<file path="config.mk">
export PLATFORM = sky130hd
export DESIGN_NAME = cwg_top
export DESIGN_NICKNAME = d
export VERILOG_FILES = /design/src/hw/cwg_pkg.sv /design/src/hw/cwg_top.sv
export SDC_FILE = /design/constraint.sdc
export NUM_CORES = 1
export LEC_CHECK = 0
export BUFFER_PORTS_ARGS = -buffer_cell sky130_fd_sc_hd__buf_4
export CAP_MARGIN = 40
export CORE_UTILIZATION = 51
export CTS_CLUSTER_SIZE = 28
export DETAILED_ROUTE_END_ITERATION = 12
export PLACE_DENSITY_LB_ADDON = 0.08
export SYNTH_ARGS = -nofsm -noshare
export SYNTH_HDL_FRONTEND = slang
export SYNTH_SLANG_ARGS = --single-unit
</file>
<file path="constraint.sdc">
create_clock -name ref_clk -period 2.08 [get_ports ref_clk]
set_input_delay 0.104 -clock ref_clk [delete_from_list [all_inputs] [get_ports ref_clk]]
set_output_delay 0.104 -clock ref_clk [all_outputs]
set_load 0.02 [all_outputs]
</file>
<file path="src/hw/cwg_pkg.sv">
/*
  Constants and types for the complementary waveform generator.
  Assumes a 40 MHz module clock and a plain register port.
*/
`default_nettype none
package cwg_pkg;
  // ************************************************************
  // register offsets
  // ************************************************************
  localparam logic [3:0] CWG_CTRL0_ADDR = 4'h0;
  localparam logic [3:0] CWG_POL_ADDR = 4'h1;
  localparam logic [3:0] CWG_CLK_ADDR = 4'h2;
  localparam logic [3:0] CWG_ISM_ADDR = 4'h3;
  localparam logic [3:0] CWG_DBR_ADDR = 4'h4;
  localparam logic [3:0] CWG_DBF_ADDR = 4'h5;
  localparam logic [3:0] CWG_STEER_ADDR = 4'h6;
  localparam logic [3:0] CWG_SHUT_ADDR = 4'h7;
  localparam logic [3:0] CWG_STAT_ADDR = 4'h8;
  // ************************************************************
  // fields
  // ************************************************************
  localparam int CWG_EN_BIT = 7;
  localparam int CWG_LD_BIT = 6;
  localparam int CWG_SHDN_BIT = 6;
  localparam int CWG_REN_BIT = 7;
  localparam int CWG_LSBD_BIT = 3;
  localparam int CWG_DB_W = 6;
  localparam int CWG_ISM_W = 4;
  localparam logic [3:0] CWG_ISM_COUNT = 4'hE;
  localparam logic [7:0] CWG_RESET_VAL = 8'h00;
  // ************************************************************
  // modes
  // ************************************************************
  localparam logic [2:0] CWG_MODE_ASTEER = 3'h0;
  localparam logic [2:0] CWG_MODE_SSTEER = 3'h1;
  localparam logic [2:0] CWG_MODE_FWD = 3'h2;
  localparam logic [2:0] CWG_MODE_REV = 3'h3;
  localparam logic [2:0] CWG_MODE_HALF = 3'h4;
  localparam logic [2:0] CWG_MODE_PP = 3'h5;
  // ************************************************************
  // clock rates
  // ************************************************************
  localparam int CWG_SYS_MHZ = 40;
  localparam int CWG_HF_MHZ = 16;
  typedef enum logic [1:0] {CWG_DB_IDLE, CWG_DB_RISE, CWG_DB_FALL} cwg_db_type;
endpackage : cwg_pkg
`default_nettype wire

</file>
<file path="src/hw/cwg_top.sv">
/*
  Complementary waveform generator: input select, dead band, steering,
  push-pull, full bridge, polarity and auto-shutdown on four outputs.
  Assumes synchronous inputs and a single 40 MHz clock; the 16 MHz
  oscillator choice is a fractional enable pulse from that clock.
*/
// The register offsets and the strobed register port were chosen for this implementation.
`timescale 1ns/1ps
`default_nettype none
// How it works
// - six modes selected by the three mode bits of control register 0
// - half bridge: A true input, B inverted, dead band between them
// - half bridge: C and D copy A and B with own polarity
// - push-pull: successive input pulses go alternately to A and B
// - push-pull sequencer resets when disabled or shut down; first pulse on A
// - push-pull: C and D replicate A and B with own polarity bits
// - forward bridge: A active, B and C inactive, D modulated
// - reverse bridge: C active, A and D inactive, B modulated
// - direction flips by mode bit 0 alone while running
// - direction change: A and C switch on rising edge, modulated output delayed
// - synchronous steering: steer enable writes apply at next input rising edge; level bits apply at once
// - asynchronous steering: steer writes apply on the next cycle
// - clock bit selects system clock or 16 MHz oscillator rate
// - input select register picks one of fourteen sources
// - each output polarity bit: set active high, clear active low
// - polarity ignores override levels, shutdown and steering behaviour
// - two 6-bit dead-band count registers sharing one counter, rising/reverse and falling/forward
// - dead band counts module clocks from zero to register value
// - dead band only in half and full bridge modes
// - half bridge: delay each rising edge after opposite falling edge
// - auto-shutdown forces override levels; in steering modes only on steered outputs
// - mode 000 is asynchronous steering, 001 synchronous
// - steering: clear bit holds fixed level, set bit follows data
// - shutdown inputs level sensitive active low; no clear while asserted
module cwg_top #(
  parameter int SRC_COUNT = 14
) (
  // clock and reset
  input wire logic ref_clk,
  input wire logic nrst,
  // register port
  input wire logic [3:0] regAddr,
  input wire logic [7:0] regWdata,
  input wire logic regWr,
  input wire logic regRd,
  output logic [7:0] regRdata,
  // waveform sources and shutdown inputs (active low)
  input wire logic [SRC_COUNT-1:0] srcIn,
  input wire logic [3:0] shutdownSrcN,
  // bridge outputs
  output logic bridge_output_a,
  output logic bridge_output_b,
  output logic bridge_output_c,
  output logic bridge_output_d
);
  // source index is a 4-bit select over exactly fourteen inputs
  if (SRC_COUNT != 14)
  begin : g_src_check
    $error("cwg_top: SRC_COUNT must be 14");
  end
  // ************************************************************
  // registers
  // ************************************************************
  logic enable, loadReq, next_loadReq;
  logic [2:0] mode;
  logic [3:0] output_polarity_bits;
  logic clkSel;
  logic [3:0] input_source_select;
  logic [5:0] rising_deadband_count, falling_deadband_count;
  logic [5:0] dbrLive, dbfLive, next_dbrLive, next_dbfLive;
  logic [3:0] steer_enable_bits, steerLive, next_steerLive;
  logic [3:0] steerLevel;
  logic [3:0] shutSel;
  logic [1:0] lsac, lsbd;
  logic swShut, next_swShut, autoRestart;
  logic [7:0] next_regRdata;
  logic wrCtrl0;
  always_comb
  begin
    wrCtrl0 = regWr && regAddr == cwg_pkg::CWG_CTRL0_ADDR;
  end
  always_ff @(posedge ref_clk or negedge nrst)
  begin
    if (!nrst)
    begin
      enable <= 1'b0;
      mode <= 3'h0;
      output_polarity_bits <= 4'h0;
      clkSel <= 1'b0;
      input_source_select <= 4'h0;
      rising_deadband_count <= 6'h00;
      falling_deadband_count <= 6'h00;
      steer_enable_bits <= 4'h0;
      steerLevel <= 4'h0;
      shutSel <= 4'h0;
      lsac <= 2'h0;
      lsbd <= 2'h0;
      autoRestart <= 1'b0;
    end
    else if (regWr)
    begin
      case (regAddr)
        cwg_pkg::CWG_CTRL0_ADDR:
        begin
          enable <= regWdata[cwg_pkg::CWG_EN_BIT];
          mode <= regWdata[2:0];
        end
        cwg_pkg::CWG_POL_ADDR: output_polarity_bits <= regWdata[3:0];
        cwg_pkg::CWG_CLK_ADDR: clkSel <= regWdata[0];
        cwg_pkg::CWG_ISM_ADDR: input_source_select <= regWdata[3:0];
        cwg_pkg::CWG_DBR_ADDR: rising_deadband_count <= regWdata[5:0];
        cwg_pkg::CWG_DBF_ADDR: falling_deadband_count <= regWdata[5:0];
        cwg_pkg::CWG_STEER_ADDR:
        begin
          steer_enable_bits <= regWdata[3:0];
          steerLevel <= regWdata[7:4];
        end
        cwg_pkg::CWG_SHUT_ADDR:
        begin
          shutSel <= regWdata[3:0];
          lsac <= regWdata[5:4];
          lsbd <= {1'b0, regWdata[cwg_pkg::CWG_LSBD_BIT]};
          autoRestart <= regWdata[cwg_pkg::CWG_REN_BIT];
        end
        default:
        begin
        end
      endcase
    end
  end
  // ************************************************************
  // module clock enable
  // ************************************************************
  logic [5:0] clkAcc, next_clkAcc;
  logic modTick;
  always_comb
  begin
    next_clkAcc = clkAcc;
    modTick = 1'b1;
    if (clkSel)
    begin
      if (clkAcc + 6'(cwg_pkg::CWG_HF_MHZ) >= 6'(cwg_pkg::CWG_SYS_MHZ))
      begin
        next_clkAcc = 6'(clkAcc + 6'(cwg_pkg::CWG_HF_MHZ) - 6'(cwg_pkg::CWG_SYS_MHZ));
      end
      else
      begin
        next_clkAcc = 6'(clkAcc + 6'(cwg_pkg::CWG_HF_MHZ));
        modTick = 1'b0;
      end
    end
  end
  // ************************************************************
  // input select and synchroniser
  // ************************************************************
  logic selRaw, sync1, sync2, dataQ;
  logic riseEv, fallEv;
  always_comb
  begin
    selRaw = (input_source_select < cwg_pkg::CWG_ISM_COUNT) ?
      srcIn[input_source_select] : 1'b0;
    riseEv = sync2 && !dataQ;
    fallEv = !sync2 && dataQ;
  end
  // ************************************************************
  // shutdown
  // ************************************************************
  logic shutLevel, shutState;
  always_comb
  begin
    shutLevel = |(shutSel & ~shutdownSrcN);
    shutState = swShut || shutLevel;
    next_swShut = swShut;
    if (shutLevel)
    begin
      next_swShut = 1'b1;
    end
    else if (regWr && regAddr == cwg_pkg::CWG_SHUT_ADDR)
    begin
      next_swShut = regWdata[cwg_pkg::CWG_SHDN_BIT];
    end
    else if (autoRestart && riseEv)
    begin
      next_swShut = 1'b0;
    end
  end
  // ************************************************************
  // dead band, push-pull and steering
  // ************************************************************
  logic isHalf, isFull, isSteer;
  logic [5:0] dbCnt, next_dbCnt;
  cwg_pkg::cwg_db_type dbState, next_dbState;
  logic outA, outB, next_outA, next_outB;
  logic ppSel, next_ppSel, dirQ, next_dirQ;
  logic [3:0] act;
  always_comb
  begin
    isHalf = mode == cwg_pkg::CWG_MODE_HALF;
    isFull = mode == cwg_pkg::CWG_MODE_FWD || mode == cwg_pkg::CWG_MODE_REV;
    isSteer = mode == cwg_pkg::CWG_MODE_ASTEER || mode == cwg_pkg::CWG_MODE_SSTEER;
    next_loadReq = loadReq;
    next_dbrLive = dbrLive;
    next_dbfLive = dbfLive;
    if (!enable)
    begin
      next_dbrLive = rising_deadband_count;
      next_dbfLive = falling_deadband_count;
      next_loadReq = 1'b0;
    end
    else if (wrCtrl0 && regWdata[cwg_pkg::CWG_LD_BIT])
    begin
      next_loadReq = 1'b1;
    end
    else if (loadReq && fallEv)
    begin
      next_dbrLive = rising_deadband_count;
      next_dbfLive = falling_deadband_count;
      next_loadReq = 1'b0;
    end
    next_steerLive = steerLive;
    if (mode != cwg_pkg::CWG_MODE_SSTEER || riseEv)
    begin
      next_steerLive = steer_enable_bits;
    end
    next_ppSel = ppSel;
    if (!enable || shutState)
    begin
      next_ppSel = 1'b0;
    end
    else if (fallEv && mode == cwg_pkg::CWG_MODE_PP)
    begin
      next_ppSel = !ppSel;
    end
    next_dirQ = dirQ;
    next_dbState = dbState;
    next_dbCnt = dbCnt;
    next_outA = outA;
    next_outB = outB;
    if (dbState != cwg_pkg::CWG_DB_IDLE && modTick)
    begin
      next_dbCnt = 6'(dbCnt + 6'h01);
    end
    case (dbState)
      cwg_pkg::CWG_DB_IDLE:
      begin
        if (isHalf && riseEv)
        begin
          next_outB = 1'b0;
          next_dbCnt = 6'h00;
          next_dbState = cwg_pkg::CWG_DB_RISE;
        end
        else if (isHalf && fallEv)
        begin
          next_outA = 1'b0;
          next_dbCnt = 6'h00;
          next_dbState = cwg_pkg::CWG_DB_FALL;
        end
        else if (isFull && riseEv && dirQ != mode[0])
        begin
          next_dirQ = mode[0];
          next_dbCnt = 6'h00;
          next_dbState = mode[0] ? cwg_pkg::CWG_DB_RISE : cwg_pkg::CWG_DB_FALL;
        end
      end
      cwg_pkg::CWG_DB_RISE:
      begin
        if (!sync2 && isHalf)
        begin
          next_dbState = cwg_pkg::CWG_DB_IDLE;
        end
        else if (dbCnt >= dbrLive)
        begin
          next_outA = isHalf;
          next_dbState = cwg_pkg::CWG_DB_IDLE;
        end
      end
      cwg_pkg::CWG_DB_FALL:
      begin
        if (sync2 && isHalf)
        begin
          next_dbState = cwg_pkg::CWG_DB_IDLE;
        end
        else if (dbCnt >= dbfLive)
        begin
          next_outB = isHalf;
          next_dbState = cwg_pkg::CWG_DB_IDLE;
        end
      end
      default: next_dbState = cwg_pkg::CWG_DB_IDLE;
    endcase
    if (!isFull)
    begin
      next_dirQ = mode[0];
    end
    // active-level pattern per output, before polarity
    case (mode)
      cwg_pkg::CWG_MODE_HALF: act = {outB, outA, outB, outA};
      cwg_pkg::CWG_MODE_PP:
        act = {sync2 && ppSel, sync2 && !ppSel, sync2 && ppSel, sync2 && !ppSel};
      cwg_pkg::CWG_MODE_FWD, cwg_pkg::CWG_MODE_REV:
      begin
        // modulated leg idles during the direction dead band
        act[0] = !dirQ;
        act[2] = dirQ;
        act[3] = !dirQ && sync2 && dbState == cwg_pkg::CWG_DB_IDLE;
        act[1] = dirQ && sync2 && dbState == cwg_pkg::CWG_DB_IDLE;
      end
      default: act = {4{sync2}};
    endcase
  end
  // ************************************************************
  // output stage
  // ************************************************************
  logic [3:0] next_drive, drive;
  logic [3:0] ovr;
  always_comb
  begin
    ovr = {lsbd[0], lsac[0], lsbd[0], lsac[0]};
    next_drive = act ^ ~output_polarity_bits;
    if (isSteer)
    begin
      for (int i = 0; i < 4; i++)
      begin
        if (!steerLive[i])
        begin
          next_drive[i] = steerLevel[i];
        end
      end
    end
    for (int i = 0; i < 4; i++)
    begin
      if (!enable || (shutState && (!isSteer || steerLive[i])))
      begin
        next_drive[i] = ovr[i];
      end
    end
    next_regRdata = 8'h00;
    case (regAddr)
      cwg_pkg::CWG_CTRL0_ADDR: next_regRdata = {enable, loadReq, 3'h0, mode};
      cwg_pkg::CWG_POL_ADDR: next_regRdata = {4'h0, output_polarity_bits};
      cwg_pkg::CWG_CLK_ADDR: next_regRdata = {7'h00, clkSel};
      cwg_pkg::CWG_ISM_ADDR: next_regRdata = {4'h0, input_source_select};
      cwg_pkg::CWG_DBR_ADDR: next_regRdata = {2'h0, rising_deadband_count};
      cwg_pkg::CWG_DBF_ADDR: next_regRdata = {2'h0, falling_deadband_count};
      cwg_pkg::CWG_STEER_ADDR: next_regRdata = {steerLevel, steer_enable_bits};
      cwg_pkg::CWG_SHUT_ADDR: next_regRdata = {autoRestart, swShut, lsac, shutSel};
      cwg_pkg::CWG_STAT_ADDR: next_regRdata = {shutState, sync2, 2'h0, drive};
      default: next_regRdata = 8'h00;
    endcase
  end
  always_ff @(posedge ref_clk or negedge nrst)
  begin
    if (!nrst)
    begin
      clkAcc <= 6'h00;
      sync1 <= 1'b0;
      sync2 <= 1'b0;
      dataQ <= 1'b0;
      swShut <= 1'b1;
      loadReq <= 1'b0;
      dbrLive <= 6'h00;
      dbfLive <= 6'h00;
      steerLive <= 4'h0;
      ppSel <= 1'b0;
      dirQ <= 1'b0;
      dbState <= cwg_pkg::CWG_DB_IDLE;
      dbCnt <= 6'h00;
      outA <= 1'b0;
      outB <= 1'b0;
      drive <= 4'h0;
      regRdata <= cwg_pkg::CWG_RESET_VAL;
    end
    else
    begin
      clkAcc <= next_clkAcc;
      sync1 <= selRaw;
      sync2 <= sync1;
      dataQ <= sync2;
      swShut <= next_swShut;
      loadReq <= next_loadReq;
      dbrLive <= next_dbrLive;
      dbfLive <= next_dbfLive;
      steerLive <= next_steerLive;
      ppSel <= next_ppSel;
      dirQ <= next_dirQ;
      dbState <= next_dbState;
      dbCnt <= next_dbCnt;
      outA <= next_outA;
      outB <= next_outB;
      drive <= next_drive;
      if (regRd)
      begin
        regRdata <= next_regRdata;
      end
    end
  end
  always_comb
  begin
    bridge_output_a = drive[0];
    bridge_output_b = drive[1];
    bridge_output_c = drive[2];
    bridge_output_d = drive[3];
  end
endmodule : cwg_top
`default_nettype wire

</file>
==> results.cfg, run 1 <==
[outcome]
outcome = complete, no violations

[power_and_ir_drop]
p_sw_uw = 2165
clkPwrFrac_pct = 24.2
p_sw_share_pct = 34.26
p_per_area_nw_per_um2 = 1128
leakagePower_uw = 0.002510
p_comb_share_pct = 32.6
p_int_uw = 4154
peakVddDrop_mv = 0.6001
p_seq_share_pct = 43.2

[sta]
fin_setup_tns_ps = 0
finalCriticalPeriod_ps = 1949
worstMarginPinSlew_ps = 618.7
rsz0062_at_grt = false
timing.final.hold_violations = 0
slew_viol_final = 0
relSlewSlack_pct = 58.76
fin_crit_sh_pct = 93.71
setup_viol_count_final = 0
skew_ps = 11.36
max_freq_mhz = 513.0
hold_ws_ps = 18.43

[clock_tree]
clk_latency_ps = 350
cts.htree.levels = 3
cts.reportedPaths.clkPinSlew_ps = 90
clock-sinks = 88
cts_inserted_buffers = 9
clockBufferDepth = 2
cts_tree = built
cts-root-buf = clkbuf_8

[synthesis]
synth-edff-count = 0
synthTopCellsByCount = 87 x dfrtp_1, 61 x mux2_2, 22 x nor2_1
synth-seq-area-share_pct = 45.67
synthFlopType = dfrtp_1
yosysTopAreaCellShare_pct = 45.12
synthDistinctLibCells = 62
syn_nets = 474
yosysMostFrequentCell = dfrtp_1
synth_area_sq_um = 4825
synth_seq_cells = 88
synth_area_leaders = dfrtp_1 45%, mux2_2 14%, ha_1 4.4%
synthCells = 423
ys_async_sr_fraction_pct = 100.0
syn_area_per_cell_sq_um = 11.41
yosysWarnings = 0
yosysTopAreaCell = dfrtp_1

[worst_setup_path]
critical_path_class = flip-flop to flip-flop
cp.arrival_ps = 2180
path_max_fanout = 19
endpoint_kind = flip-flop
critPathSlowestCell = dfrtp_1
worstPathRequired_ps = 2320
path_cells = nor3b_2 -> a2bb2oi_1 -> a21oi_1 -> xnor2_1 -> a311o_1
cp-start-kind = flip-flop
max_stage_delay_ps = 750

[grt]
grt_pass1_wl_um = 18660
grt-ovfl-total = 0
antenna_found_initial = 0
grt_usage_pct = 24.89
grt_start_max_net_pins = 41
grt_pass1_vias = 3492

[final_layout]
fin_nets = 526
fill_cells = 766
antenna_cells = 0
drive_gt1_share_pct = 32.29
design_area_sq_um = 5603
post-route-util_pct = 60.93
synthToLayoutAreaGrowth_pct = 16.13

[floorplanning]
die_area_sq_um = 9853
rows = 35
die_x_um = 99.26
core-area_sq_um = 9196
start_util_pct = 52.46
die_h_um = 99.26
io_pins = 46

[hold_path]
hp-class = primary input to flip-flop

[place]
dpl_cell_area_sq_um = 5298
portBuffers = 45
gp_congestion = 0.9093
dp_hpwl_um = 8393

[run]
maxCapViolCount = 0

[routing]
ant_nets = 0
drtIter0Drc = 159
drt-vias-per-instance = 6.024
vias = 3560
postRouteWirelength_um = 11330
route.detailed.drc = 0
wl_per_cell_um = 19.17
drtPass1Iterations = 5
[logic make-up after synthesis]
| kind of cell | synth area share (%) |
|---|---|
| AND/OR/NAND/NOR | 13.07 |
| flip-flops | 45.67 |
| AO/OA/AOI/OAI | 11.57 |
| multiplexers | 18.96 |
| buffers and inverters | 4.149 |
| adder cells (fa/ha/maj) | 4.409 |
| XOR/XNOR | 2.178 |
[through the flow]
step / setup slack (ps) / cells / total power (uW)
2_1_floorplan: 394.7 / 423 / 4124
4_1_cts: 172.6 / 591 / 6342
6_report: 130.7 / 591 / 6318
5_1_grt: 35.19 / 591 / 6740
3_3_place_gp: 227.0 / 571 / 4732
3_5_place_dp: 193.5 / 571 / 4802
[worst max-delay path, delay by kind of cell (launching register included)]
family	cells	cell delay, ps
AO/OA/AOI/OAI	3	780
flip-flops	1	750
XOR/XNOR	1	170
AND/OR/NAND/NOR	1	130
[metal layers]
layer	track usage [%]	share of wire, %
met1	36.85	48
met2	37.50	46
met3	3.092	3.9
met4	9.502	1.7
met5	0	0
[power by group through the flow]
| stage | Combinational, uW | Clock, uW | Sequential [uW] |
|---|---|---|---|
| after floorplan | 1580 | 0 | 2540 |
| after global placement | 2000 | 0 | 2740 |
| after detailed placement | 2050 | 0 | 2750 |
| after CTS | 2070 | 1550 | 2720 |
| after global routing | 2330 | 1600 | 2810 |
| final | 2060 | 1530 | 2730 |
[registers in the layout (all words and copies together) (netlist names), 2 cells and up]
register,cells
regRdata,8
dbCnt,6
dbfLive,6
dbrLive,6
falling_deadband_count,6
rising_deadband_count,6
drive,4
input_source_select,4
output_polarity_bits,4
shutSel,4
steerLevel,4
steerLive,4
steer_enable_bits,4
clkAcc,3
mode,3
dbState,2
lsac,2
[placed cells by master (no fill, tap or decap), drive strengths merged, types with 5 or more instances in the layout]
master / netlist / layout
a21o: 5 / 5
a21oi: 17 / 17
a22oi: 5 / 5
a31oi: 6 / 6
buf: 17 / 59
clkbuf: 5 / 12
dfrtp: 87 / 87
ha: 17 / 17
inv: 21 / 21
mux2: 61 / 61
mux2i: 7 / 7
mux4: 7 / 7
nand2: 21 / 21
nand2b: 10 / 10
nand3: 11 / 11
nand4: 5 / 5
nor2: 23 / 23
nor2b: 11 / 11
nor3b: 6 / 6
o21ai: 14 / 14
xnor2: 6 / 6
xor2: 6 / 6
[timing repair]
item | 4_1_cts | 5_1_grt
hold buffers | 4 | 0
endpoints found under the hold margin | 44 | 0
endpoints found under the setup margin | 0 | 1
gates resized for setup | 0 | 2
buffers inserted | 0 | 0
[layout make-up]
class	count	area, sq um	share of cell area, %
clock inverters	4	98.84	1.764
repair buffers	63	495.5	8.843
well taps	111	138.9	2.479
multi-input cells	292	2421	43.21
clock buffers	12	165.2	2.948
inverters	21	78.83	1.407
flip-flops and latches	88	2205	39.35
[path summary, 6_finish.rpt]
path	start	to	slack [ps]	depth (start not counted)
hold reg to reg	sync1	sync2	420	0
min in group asynchronous	nrst	dbState[0]	280	2
max in group asynchronous	nrst	regRdata[4]	1180	3
hold / removal	regWdata[3]	shutSel[3]	20	3
setup / recovery	mode[1]	drive[2]	130	5
setup reg to reg	mode[1]	drive[2]	130	5
Power figures use the tool's default switching activity.
==> run 2: changes to the inputs <==
- clock period: 2.08 -> 2.51 ns (I/O delays scaled with it)
==> results.cfg, run 2 (synthesis results as in run 1) <==
[outcome]
outcome = complete, no violations

[place]
gp_congestion = 0.9009
dp_hpwl_um = 8235
dp_cells = 558
post-place-ws_ps = 616.1
portBuffers = 45

[clock_tree]
cts.htree.levels = 3
postCtsHoldBufs = 1
clk_latency_ps = 350
cts_inserted_buffers = 9
clockBufferDepth = 2
ctsResizeCount = 0
cts_tree = built
cts.reportedPaths.clkPinSlew_ps = 90
cts-root-buf = clkbuf_8
cts_setup_buffers = 0
clock-sinks = 88

[routing]
drt-vias-per-instance = 5.990
ant_nets = 0
drtPass1Iterations = 4
postRouteWirelength_um = 11240
route.detailed.drc = 0
wl_per_cell_um = 19.59
vias = 3438
drtIter0Drc = 125

[worst_setup_path]
worstReg2RegStart = mode[2]
max_stage_delay_ps = 690
path_max_fanout = 18
r2r_cells = 5
endpoint_kind = flip-flop
crit_end = drive[2]
worstPathRequired_ps = 2750
rr_endpoint = drive[2]
reg2reg_setup_slack_ps = 570
path_cells = nor3b_2 -> a2bb2oi_1 -> a21oi_1 -> xnor2_1 -> a311o_1
cp-start-kind = flip-flop
cp.arrival_ps = 2180
crit_buf_inv = 0
critPathSlowestCell = dfrtp_1
critical_path_class = flip-flop to flip-flop
critPathTopFamily = flip-flops
crit_start = mode[2]
path_depth = 5

[hold_path]
hp-class = primary input to flip-flop

[final_layout]
fill_cells = 776
final_common_cell = dfrtp_1
largest_register_ffs = 8
seqCellArea_sq_um = 2203
layout_common_cells = 87 x dfrtp_1, 61 x mux2_2, 45 x buf_4
antenna_cells = 0
top_register = regRdata
synthToLayoutAreaGrowth_pct = 12.03
fin_nets = 510
final_cells = 574
post-route-util_pct = 58.78
drive_gt1_share_pct = 30.24
multi_input_area_sq_um = 2421

[floorplanning]
die_h_um = 99.26
start_util_pct = 52.46
io_pins = 46
core-area_sq_um = 9196
rows = 35
die_area_sq_um = 9853
die_x_um = 99.26

[sta]
rsz0062_at_grt = false
setup_viol_count_final = 0
timing.final.ws_setup_ps = 572.5
timing.final.hold_violations = 0
skew_ps = 9.581
relSlewSlack_pct = 56.43
fin_setup_tns_ps = 0
fin_crit_sh_pct = 77.19
max_freq_mhz = 516.1
finalCriticalPeriod_ps = 1937
slew_viol_final = 0
worstMarginPinSlew_ps = 648.6
hold_ws_ps = 24.99

[grt]
grt_pass1_wl_um = 18370
grt-ovfl-total = 0
grt_start_max_net_pins = 50
grt_usage_pct = 24.56
antenna_found_initial = 0
grt_pass1_vias = 3408

[power_and_ir_drop]
p_per_area_nw_per_um2 = 905.4
leakagePower_uw = 0.002402
peakVddDrop_mv = 0.4175

[run]
maxCapViolCount = 0
-- run 2: cell types whose count changed in the layout (fill, tap and decap cells not counted), moves of 2 or more --
cell	delta
clkinv_2	+2
clkbuf_8	-2
buf_4	-13
bufinv_16	-2
dlygate4sd3_1	-3
-- run 2: power by group --
| part | switching [uW] | internal [uW] | total (uW) |
|---|---|---|---|
| clock | 498 | 482 | 980 |
| sequential | 474 | 1810 | 2290 |
| combinational | 791 | 838 | 1630 |
-- run 2: layout make-up --
type                    instances  share of cell area, %
inverters                      21                  1.458
clock inverters                 5                  1.065
repair buffers                 47                  6.806
well taps                     111                  2.569
clock buffers                  10                  2.546
multi-input cells             292                  44.79
flip-flops and latches         88                  40.76
-- run 2: worst min path at each step --
stage | cells past startpoint | slack [ps] | start | end
after floorplan | 0 | -170 | nrst | autoRestart
after global placement | 1 | 200 | nrst | outA
after detailed placement | 1 | 210 | nrst | outA
after CTS | 2 | 20 | regWdata[7] | autoRestart
after global routing | 2 | 20 | regWdata[7] | autoRestart
final | 2 | 20 | regWdata[7] | autoRestart
-- run 2: metal layers --
metal	vias up	track usage, %	wire length (um)
met1	1722	36.81	5568
met3	21	3.935	441
met2	75	35.95	4990
met5	-	0	0
li1	1620	-	-
met4	0	9.050	242
-- run 2: through the flow --
stage,instance area (sq um),power [uW]
2_1_floorplan,4825,3417
3_3_place_gp,5200,3879
3_5_place_dp,5200,3935
4_1_cts,5405,4923
5_1_grt,5405,5262
6_report,5405,4894
-- run 2: worst reg2reg max path, stage by stage (launching register included) --
cell and delay, ps:
dfrtp_1 690, nor3b_2 370, a2bb2oi_1 160, a21oi_1 200, xnor2_1 90, a311o_1 320
